===== src/serial_link_cfg.svh =====
/*
 * Constants for the serial link configuration register: offsets,
 * field positions, reset value.
 * Assumes inclusion by bare name from the design.
 */
`ifndef SERIAL_LINK_CFG_SVH
`define SERIAL_LINK_CFG_SVH

// ==========================================================
// Register map
`define SLC_CONFIG_ADDR 8'h60
`define SLC_STATUS_ADDR 8'h64
`define SLC_CONFIG_RESET 8'h7d

// ==========================================================
// Field positions
`define SLC_SCR_BIT 7
`define SLC_K_HI 6
`define SLC_K_LO 2
`define SLC_L_BIT 1
`define SLC_EN_BIT 0
`define SLC_K_MIN_CODE 5'h08

`endif


===== src/serial_link_pkg.sv =====
/*
 * Types for the serial link configuration block.
 * Needs no include file; only the design includes serial_link_cfg.svh.
 */
package serial_link_pkg;
    typedef enum logic [2:0] {
        LINK_PATTERN = 3'b001,
        LINK_SYNC = 3'b010,
        LINK_RUN = 3'b100
    } link_state_t;
endpackage


===== src/serial_link_config_ctrl.sv =====
/*
 * Link configuration register on a classic Wishbone slave, with the
 * shadow settings applied to the lane datapath and the link mode state.
 * Assumes one clock, synchronous reset, and a lane datapath that
 * obeys the mode and lane enable outputs.
 */
// Operation
// - Bit 7 enables lane scrambling, reset off
// - Bits 6:2 hold frames per multiframe less one
// - Bit 1 holds lanes per channel less one
// - Single lane uses lane zero only
// - Link enable set runs sync and data
// - Link enable clear sends alternating test pattern
// - Register at 0x60, resets to 0x7d
`timescale 1ns/1ps
`include "serial_link_cfg.svh"

module serial_link_config_ctrl (
    input wire logic clk_i,
    input wire logic rst_i,
    input wire logic cyc_i,
    input wire logic stb_i,
    input wire logic we_i,
    input wire logic [7:0] adr_i,
    input wire logic [3:0] sel_i,
    input wire logic [31:0] dat_i,
    output logic [31:0] dat_o,
    output logic ack_o,
    input wire logic sync_done_i,
    output logic scrambler_on_o,
    output logic [4:0] frames_per_multiframe_less_one_o,
    output logic lanes_per_channel_less_one_o,
    output logic link_sync_o,
    output logic link_run_o,
    output logic test_pattern_o,
    output logic [1:0] chan_a_lane_on_o,
    output logic [1:0] chan_b_lane_on_o,
    output serial_link_pkg::link_state_t state_o
);
    import serial_link_pkg::*;

    // ==========================================================
    // Bus decode
    logic [7:0] config_q;
    logic [7:0] config_d;
    logic [7:0] applied_q;
    logic ack_q;
    logic [31:0] dat_q;
    logic [31:0] rd_data;
    logic [1:0] sync_pipe_q;
    logic k_reserved;
    link_state_t state_q;
    link_state_t state_d;

    wire req = cyc_i & stb_i & ~ack_q;
    wire hit_config = (adr_i == `SLC_CONFIG_ADDR);
    wire hit_status = (adr_i == `SLC_STATUS_ADDR);
    wire wr_config = req & we_i & hit_config & sel_i[0];
    wire en_rise = config_d[`SLC_EN_BIT] & ~config_q[`SLC_EN_BIT];

    assign config_d = wr_config ? dat_i[7:0] : config_q;
    // Reserved K codes are flagged only; software owns the range
    assign k_reserved = applied_q[`SLC_K_HI:`SLC_K_LO] < `SLC_K_MIN_CODE;
    assign rd_data = hit_config ? {24'h0, config_q} :
                     hit_status ? {24'h0, 4'h0, k_reserved, state_q} : 32'h0;

    // ==========================================================
    // Registers
    always_ff @(posedge clk_i) begin
        if (rst_i) begin
            config_q <= `SLC_CONFIG_RESET;
            ack_q <= 1'b0;
            dat_q <= 32'h0;
        end else begin
            config_q <= config_d;
            ack_q <= req;
            dat_q <= req ? rd_data : dat_q;
        end
    end

    // Shadow copy: live edits while running never reach the lanes
    always_ff @(posedge clk_i) begin
        if (rst_i) begin
            applied_q <= `SLC_CONFIG_RESET;
        end else if (en_rise) begin
            applied_q <= config_d;
        end
    end

    always_ff @(posedge clk_i) begin
        if (rst_i) begin
            sync_pipe_q <= 2'b00;
        end else begin
            sync_pipe_q <= {sync_pipe_q[0], sync_done_i};
        end
    end

    // ==========================================================
    // Link mode
    always_comb begin
        state_d = state_q;
        unique case (state_q)
            LINK_PATTERN: begin
                if (en_rise) begin
                    state_d = LINK_SYNC;
                end
            end
            LINK_SYNC: begin
                if (!config_q[`SLC_EN_BIT]) begin
                    state_d = LINK_PATTERN;
                end else if (sync_pipe_q[1]) begin
                    state_d = LINK_RUN;
                end
            end
            LINK_RUN: begin
                if (!config_q[`SLC_EN_BIT]) begin
                    state_d = LINK_PATTERN;
                end
            end
            default: state_d = LINK_PATTERN;
        endcase
    end

    always_ff @(posedge clk_i) begin
        if (rst_i) begin
            state_q <= LINK_SYNC;
        end else begin
            state_q <= state_d;
        end
    end

    // ==========================================================
    // Outputs
    assign ack_o = ack_q;
    assign dat_o = dat_q;
    assign state_o = state_q;
    assign scrambler_on_o = applied_q[`SLC_SCR_BIT];
    assign frames_per_multiframe_less_one_o = applied_q[`SLC_K_HI:`SLC_K_LO];
    assign lanes_per_channel_less_one_o = applied_q[`SLC_L_BIT];
    assign chan_a_lane_on_o = {applied_q[`SLC_L_BIT], 1'b1};
    assign chan_b_lane_on_o = {applied_q[`SLC_L_BIT], 1'b1};
    assign link_sync_o = state_q == LINK_SYNC;
    assign link_run_o = state_q == LINK_RUN;
    assign test_pattern_o = state_q == LINK_PATTERN;
endmodule


===== config.mk =====
export PLATFORM = sky130hd
export DESIGN_NAME = serial_link_config_ctrl
export DESIGN_NICKNAME = d
export VERILOG_FILES = /design/src/serial_link_pkg.sv /design/src/serial_link_config_ctrl.sv
export VERILOG_INCLUDE_DIRS = /design/src
export SDC_FILE = /design/constraint.sdc
export NUM_CORES = 1
export LEC_CHECK = 0
export BUFFER_PORTS_ARGS = -buffer_cell sky130_fd_sc_hd__buf_2
export CAP_MARGIN = 20
export CORE_AREA = 3 3 73 75
export CTS_BUF_LIST = sky130_fd_sc_hd__clkbuf_2
export CTS_CLUSTER_DIAMETER = 30
export CTS_CLUSTER_SIZE = 28
export DETAILED_ROUTE_END_ITERATION = 12
export DIE_AREA = 0 0 76 78
export MAX_ROUTING_LAYER = met4
export PLACE_DENSITY = 0.67
export SYNTH_ARGS = -nofsm -noshare
export SYNTH_HDL_FRONTEND = slang
export SYNTH_SLANG_ARGS = --single-unit

===== constraint.sdc =====
create_clock -name clk_i -period 1.2 [get_ports clk_i]
set_input_delay 0.3 -clock clk_i [delete_from_list [all_inputs] [get_ports clk_i]]
set_output_delay 0.3 -clock clk_i [all_outputs]
set_load 0.02 [all_outputs]

==> flow_summary_export.csv, run 1 <==
group,metric,value,unit
layout,layoutNonFillerInstCount,299,
global_routing,globalRoute.totalOverflow,0,
logic_synthesis,postSynthCellCount,160,
sta,totalNegativeSetupSlack,-0.985,ns
logic_synthesis,ys.flop_type,"sky130_fd_sc_hd__dfxtp_1",
place,pre_cts_slack,-0.306,ns
sta,fin_worst_skew,0.0199,ns
logic_synthesis,synth_top_area_cell,"sky130_fd_sc_hd__dfxtp_1",
route,num_vias,1276,
sta,final-setup-viol-count,13,
logic_synthesis,synthTopCellsByArea,"sky130_fd_sc_hd__dfxtp_1, sky130_fd_sc_hd__buf_4, sky130_fd_sc_hd__mux2i_1, sky130_fd_sc_hd__nor2_1, sky130_fd_sc_hd__nand2_1",
route,routed_wirelength,3.57,mm
place,place_inst,281,
logic_synthesis,yosys_warnings,0,
logic_synthesis,synth_top_family_by_area,"buffers and inverters",
setup_path,cp_cell_sequence,"buf_6 > nor3b_2 > buf_4",
route,routed_via_density,4.27,
run,max_cap_violations,0,
setup_path,cpPeakStageDelay,0.38,ns
route,dr_wl_met2,1.74,mm
sta,report.final.slew_viol_count,0,
outcome,run_status,"complete, but fails checks",
route,met3RoutedLength,304,um
logic_synthesis,synth_adder_area_share,0,%
logic_synthesis,ys_ff_latch,29,
layout,syn2layout_area_growth,49.0,%
global_routing,grt_first_pass_wirelength,5.56,mm
place,port_buffers,46,
floorplan,chipHeight,78,um
setup_path,cp_data_arrival_time,1.14,ns
setup_path,cp_max_stage_cell,"sky130_fd_sc_hd__dfxtp_4",
floorplan,io_pins,100,
power_and_ir_drop,fin_total_pwr,0.00211,W
logic_synthesis,ys_top_cells_by_count,"sky130_fd_sc_hd__dfxtp_1, sky130_fd_sc_hd__buf_4, sky130_fd_sc_hd__nor2_1",
clock_tree,clk_pin_slew_worst_paths,0.13,ns
logic_synthesis,synth-simple-area-share,19.0,%
power_and_ir_drop,vdd.ir_drop.worst,0.528,mV
sta,period_needed,1.44,ns
floorplan,initial_core_util,31.2,%
global_routing,initial_antenna_violation_count,0,
layout,fillcell_total,450,
floorplan,core,4720,um2
setup_path,cp_data_required_time,0.90,ns
route,drt.antenna.violating_nets,0,
logic_synthesis,synth.distinct_cells,33,
route,drcViolationCount,0,
logic_synthesis,synth_compound_area_share,8.24,%
setup_path,critPathKind,"reg -> out",
route,m1WireLength,1.49,mm
setup_path,crit_buf_inv,2,
setup_path,cp-end-kind,"output port",
setup_path,cpLargestDelayFamily,"flip-flops",
outcome,violations,"setup timing",
clock_tree,clkLatencyLatePin,0.37,ns
sta,grt_setup_unrepaired,"true",
min_path,min_path_type,"in -> reg",
floorplan,design.die.area,5930,um2
layout,layout-drive-gt1-share,53.0,%
layout,layout.nets,281,
route,routedWlPerCell,11.9,um
logic_synthesis,netlist.area_leader.share,39.4,%
setup_path,timing.critical_path.fanout_max,4,
clock_tree,cts_sink_count,29,
logic_synthesis,synth_async_sr_flop_share,0,%
route,highest-signal-layer,"met4",
sta,maxClockFrequency,694,MHz
clock_tree,h-tree-depth,2,
logic_synthesis,netlist_area,1470,um2
clock_tree,cts_tree,"done",
place,routabilityCongestion,0.691,
layout,antenna_cells_inserted,0,
logic_synthesis,synth_xor_xnor_area_share,0.595,%
clock_tree,cts_inserted_buffers,5,
place,dp.final_hpwl,2.44,mm
logic_synthesis,muxShareOfSynthArea,13.2,%
setup_path,timing.critical_path.from_type,"flop",
logic_synthesis,synth_most_common_cell,"sky130_fd_sc_hd__dfxtp_1",
sta,finalWorstSetupSlack,-0.240,ns
power_and_ir_drop,p_leak,1.11,nW
logic_synthesis,sequential_element_share_of_the_synthesized_area,39.4,%
clock_tree,cts-root-buf,"sky130_fd_sc_hd__clkbuf_2",
logic_synthesis,synth_enable_flop_cells,0,
global_routing,grt_pass1_vias,1188,
sta,final.period_utilization,120,%
logic_synthesis,syn_area_per_cell,9.20,um2
power_and_ir_drop,power_per_cell_area,961,nW/um2
route,initialDrtViolationCount,31,
layout,utilization,46.5,%
global_routing,gr-usage-all-layers,12.1,%
global_routing,pin_count_of_the_biggest_net_entering_global_routing,20,
clock_tree,clock_path_buffers,2,
floorplan,floorplan.rows,25,
route,drt_pass1_iterations,4,
floorplan,die_w,76,um
sta,finalHoldViolations,0,
registers in the layout, summed over array words and instances (netlist names):
register     count
config_q         8
dat_o            8
applied_q        7
state_o          3
sync_pipe_q      2
ack_o            1
metrics by stage:
step / instance area [um2] / hold slack (ns)
finish: 2190 / 0.158
global route: 2190 / 0.129
CTS: 2050 / 0.148
detailed placement: 1780 / 0.436
global placement: 1780 / 0.418
floorplan: 1570 / 0.414
path summary, 6_finish.rpt:
kind	endpoint	slack (ns)	from	depth (start not counted)
worst max register to register	state_o[2]$_SDFFE_PP0P_	-0.09	ack_o$_SDFF_PP0_	4
worst max-delay path	link_run_o	-0.24	state_o[1]$_SDFFE_PP1P_	3
worst min register to register	sync_pipe_q[1]$_SDFF_PP0_	0.47	sync_pipe_q[0]$_SDFF_PP0_	1
worst min-delay path	sync_pipe_q[0]$_SDFF_PP0_	0.16	sync_done_i	2
kinds of logic (layout without fill, tap and decap cells):
logic type	count (synthesis)	count (layout)
other cells	2	26
buf+inv	42	90
simple gates	53	53
mux	19	19
compound gates	14	14
flops	29	29
xor+xnor	1	1
repair_timing:
action / in CTS / in global routing
hold buffers: 0 / 0
endpoints found under the setup margin: 45 / 47
setup buffers: 8 / 2
gates resized for setup: 47 / 43
pin swaps: 2 / 7
metal layers:
metal / GRT usage [%] / up-vias
li1: - / 631
met1: 13.5 / 588
met2: 20.0 / 52
met3: 4.18 / 5
met4: 4.35 / 0
met5: - / -
final cells by class:
class	count	area (um2)	area share, %
inverters	7	26.3	1.20
multi-input cells	113	802	36.5
well taps	67	83.8	3.82
clock inverters	2	33.8	1.54
repair buffers	75	606	27.6
clock buffers	6	30.0	1.37
flip-flops and latches	29	613	27.9
where the power goes:
| part | leakage, nW | switching, W | total, W | internal [W] |
|---|---|---|---|---|
| clock | 0.0406 | 0.000345 | 0.000700 | 0.000356 |
| combinational | 0.834 | 0.000229 | 0.000413 | 0.000184 |
| sequential | 0.240 | 0.0000183 | 0.000995 | 0.000977 |
| total | 1.11 | 0.000592 | 0.00211 | 0.00152 |
placed cells by master (no fill, tap or decap), drive strengths merged, types with 2 or more instances in the layout:
master / netlist / final
mux2: 3 / 3
nand3: 6 / 6
nor2b: 2 / 2
mux2i: 16 / 16
o41ai: 4 / 4
buf: 31 / 75
clkbuf: 4 / 6
o21ai: 2 / 2
dfxtp: 29 / 29
inv: 7 / 7
nor3: 2 / 2
and3b: 2 / 2
and4bb: 2 / 2
nor2: 20 / 20
nand2: 10 / 10
a21oi: 4 / 4
nand4: 5 / 5
conb: 2 / 26
Power figures use the tool's default switching activity.
==> inputs of run 2 (changes only) <==
--- a/config.mk
+++ b/config.mk
@@ -6,16 +6,18 @@
 export SDC_FILE = /design/constraint.sdc
 export NUM_CORES = 1
 export LEC_CHECK = 0
+export ABC_AREA = 1
 export BUFFER_PORTS_ARGS = -buffer_cell sky130_fd_sc_hd__buf_2
 export CAP_MARGIN = 20
-export CORE_AREA = 3 3 73 75
+export CORE_AREA = 3 3 76 78
 export CTS_BUF_LIST = sky130_fd_sc_hd__clkbuf_2
 export CTS_CLUSTER_DIAMETER = 30
 export CTS_CLUSTER_SIZE = 28
 export DETAILED_ROUTE_END_ITERATION = 12
-export DIE_AREA = 0 0 76 78
+export DIE_AREA = 0 0 79 81
 export MAX_ROUTING_LAYER = met4
-export PLACE_DENSITY = 0.67
+export PLACE_DENSITY = 0.65
+export RECOVER_POWER = 50
 export SYNTH_ARGS = -nofsm -noshare
 export SYNTH_HDL_FRONTEND = slang
 export SYNTH_SLANG_ARGS = --single-unit
==> constraint.sdc (replaced) <==
create_clock -name clk_i -period 1.2 [get_ports clk_i]
set_input_delay 0.3 -clock clk_i [delete_from_list [all_inputs] [get_ports clk_i]]
set_output_delay 0.3 -clock clk_i [all_outputs]
set_load 0.005 [all_outputs]
==> run 2 against run 1 <==
  * The run still ends with setup timing left
  * Die area rose by 7.9%
  * Final cell count rose by 18%
  * Non-clock buffer count fell by 6
  * Highest routed layer unchanged
==> flow_summary_export.csv, run 2 <==
group,metric,value,unit
setup_path,cp_cell_sequence,"buf_6 > nor3_4 > buf_2",
layout,final_cell_mix,"sky130_fd_sc_hd__nand2_1, sky130_fd_sc_hd__buf_2, sky130_fd_sc_hd__conb_1",
power_and_ir_drop,power.share.sequential,42.5,%
setup_path,cpLargestDelayFamily,"flip-flops",
global_routing,globalRoute.totalOverflow,0,
power_and_ir_drop,swShare,30.4,%
setup_path,timing.critical_path.from_type,"flop",
setup_path,cp_data_arrival_time,1.14,ns
logic_synthesis,ys.flop_type,"sky130_fd_sc_hd__dfxtp_1",
floorplan,die_w,79,um
logic_synthesis,synth_top_area_cell,"sky130_fd_sc_hd__dfxtp_1",
power_and_ir_drop,power.net_switching,0.000800,W
logic_synthesis,synth.distinct_cells,26,
sta,final.period_utilization,120,%
layout,layout.nets,331,
global_routing,pin_count_of_the_biggest_net_entering_global_routing,14,
sta,finalWorstSetupSlack,-0.235,ns
layout,layout-drive-gt1-share,41.8,%
power_and_ir_drop,vdd.ir_drop.worst,0.567,mV
floorplan,chipHeight,81,um
layout,utilization,42.2,%
setup_path,cp_data_required_time,0.90,ns
route,drcViolationCount,0,
global_routing,gr-usage-all-layers,11.7,%
floorplan,floorplan.rows,26,
global_routing,grt_pass1_vias,1203,
setup_path,timing.critical_path.fanout_max,2,
logic_synthesis,synthTopCellsByArea,"sky130_fd_sc_hd__dfxtp_1, sky130_fd_sc_hd__buf_4, sky130_fd_sc_hd__nand2_1, sky130_fd_sc_hd__inv_1, sky130_fd_sc_hd__nand3_1",
clock_tree,cts_inserted_buffers,5,
sta,finalHoldViolations,0,
logic_synthesis,ys_top_cells_by_count,"sky130_fd_sc_hd__nand2_1, sky130_fd_sc_hd__dfxtp_1, sky130_fd_sc_hd__buf_4",
power_and_ir_drop,clock_power_share,26.6,%
setup_path,crit_buf_inv,2,
clock_tree,cts_sink_count,29,
power_and_ir_drop,power_per_cell_area,1210,nW/um2
layout,syn2layout_area_growth,37.3,%
logic_synthesis,synth_compound_area_share,6.34,%
logic_synthesis,synth-simple-area-share,33.4,%
global_routing,grt_first_pass_wirelength,5.60,mm
floorplan,initial_core_util,30.7,%
sta,maxClockFrequency,697,MHz
clock_tree,clock_path_buffers,2,
route,initialDrtViolationCount,68,
sta,report.final.slew_viol_count,0,
sta,period_needed,1.44,ns
clock_tree,cts-root-buf,"sky130_fd_sc_hd__clkbuf_2",
sta,grt_setup_unrepaired,"true",
logic_synthesis,syn_area_per_cell,7.34,um2
logic_synthesis,netlist.area_leader.share,36.8,%
logic_synthesis,synth_enable_flop_cells,0,
sta,fin_worst_skew,0.0171,ns
logic_synthesis,synth_adder_area_share,0,%
route,num_vias,1431,
floorplan,core,5140,um2
setup_path,critPathKind,"reg -> out",
route,routed_via_density,4.07,
layout,antenna_cells_inserted,0,
place,port_buffers,46,
global_routing,initial_antenna_violation_count,0,
clock_tree,clk_pin_slew_worst_paths,0.14,ns
setup_path,cpPeakStageDelay,0.36,ns
place,dp.final_hpwl,2.64,mm
power_and_ir_drop,power.share.combinational,30.9,%
logic_synthesis,sequential_element_share_of_the_synthesized_area,36.8,%
power_and_ir_drop,cell_internal_pwr,0.00183,W
outcome,run_status,"complete, but fails checks",
sta,final-setup-viol-count,15,
logic_synthesis,postSynthCellCount,215,
logic_synthesis,synth_async_sr_flop_share,0,%
run,max_cap_violations,0,
place,routabilityCongestion,0.825,
clock_tree,h-tree-depth,2,
logic_synthesis,netlist_area,1580,um2
floorplan,io_pins,100,
logic_synthesis,ys_ff_latch,29,
route,drt.antenna.violating_nets,0,
route,routedWlPerCell,10.4,um
outcome,violations,"setup timing",
logic_synthesis,yosys_warnings,0,
clock_tree,clkLatencyLatePin,0.36,ns
route,routed_wirelength,3.65,mm
floorplan,design.die.area,6400,um2
clock_tree,cts_tree,"done",
logic_synthesis,synth_xor_xnor_area_share,0,%
sta,totalNegativeSetupSlack,-1.79,ns
route,drt_pass1_iterations,4,
setup_path,cp_max_stage_cell,"sky130_fd_sc_hd__dfxtp_2",
logic_synthesis,synth_top_family_by_area,"simple AND/OR/NAND/NOR gates",
power_and_ir_drop,p_leak,1.16,nW
setup_path,cp-end-kind,"output port",
logic_synthesis,muxShareOfSynthArea,0,%
logic_synthesis,synth_most_common_cell,"sky130_fd_sc_hd__nand2_1",
layout,most_frequent_standard_cell_in_the_layout_excluding_fill_and_tap_cells,"sky130_fd_sc_hd__nand2_1",
min_path,min_path_type,"in -> reg",
## run 2: what timing repair did
action	4_1_cts	5_1_grt
cloned	0	1
pin swaps	2	2
hold buffers	0	0
endpoints found under the hold margin	0	0
setup buffers	8	4
resized for setup	20	36
endpoints found under the setup margin	8	33
## run 2: kinds of logic after synthesis
family	Yosys count
compound gates	19
buf+inv	62
flops	29
other cells	2
simple gates	103
## run 2: final cells by class
| type | instances | area [um2] |
|---|---|---|
| tap | 70 | 87.6 |
| fill | 561 | 2970 |
| sequential | 29 | 603 |
| timing repair buffer | 69 | 503 |
| clock buffer | 6 | 30.0 |
| multi-input combinational | 148 | 801 |
| inverter | 28 | 110 |
| clock inverter | 2 | 33.8 |
## run 2: worst paths after layout
| path | from | end | slack, ns | cells past startpoint |
|---|---|---|---|---|
| worst max-delay path | state_o[0]$_SDFFE_PP0P_ | link_sync_o | -0.24 | 3 |
| worst min-delay path | sync_done_i | sync_pipe_q[0]$_SDFF_PP0_ | 0.14 | 3 |
| worst max register to register | ack_o$_SDFF_PP0_ | applied_q[2]$_SDFFE_PP1P_ | -0.12 | 7 |
| worst min register to register | sync_pipe_q[0]$_SDFF_PP0_ | sync_pipe_q[1]$_SDFF_PP0_ | 0.42 | 2 |
## run 2: worst register-to-register path, cell delays in order (launching register included)
cell,delay (ns)
sky130_fd_sc_hd__dfxtp_1,0.34
sky130_fd_sc_hd__inv_1,0.08
sky130_fd_sc_hd__nand3_4,0.07
sky130_fd_sc_hd__nor2_4,0.12
sky130_fd_sc_hd__buf_4,0.21
sky130_fd_sc_hd__nand4_4,0.20
sky130_fd_sc_hd__nand2_1,0.11
sky130_fd_sc_hd__nand3_1,0.08
## run 2: stage by stage
stage	area [um2]	worst slack, ns	hold slack [ns]	power [W]	std cells
6_report	2170	-0.235	0.136	0.00263	352
5_1_grt	2170	-0.335	0.0955	0.00282	352
4_1_cts	2040	-0.242	0.105	0.00267	350
3_5_place_dp	1860	-0.254	0.400	0.00161	334
3_3_place_gp	1860	-0.256	0.395	0.00160	334
2_1_floorplan	1670	0.00362	0.388	0.00145	239
## run 2: metal layers
| metal | up-vias | wire length [um] | GRT usage (%) |
|---|---|---|---|
| li1 | 747 | - | - |
| met1 | 632 | 1570 | 14.3 |
| met2 | 46 | 1750 | 17.7 |
| met3 | 6 | 276 | 3.99 |
| met4 | 0 | 50 | 4.64 |
| met5 | - | 0 | - |
## run 2: power groups by stage
stage / combinational, W / clock, W / sequential, W
finish: 0.000815 / 0.000701 / 0.00112
global route: 0.000916 / 0.000773 / 0.00113
CTS: 0.000840 / 0.000727 / 0.00111
detailed placement: 0.000509 / 0 / 0.00110
global placement: 0.000503 / 0 / 0.00109
floorplan: 0.000353 / 0 / 0.00109
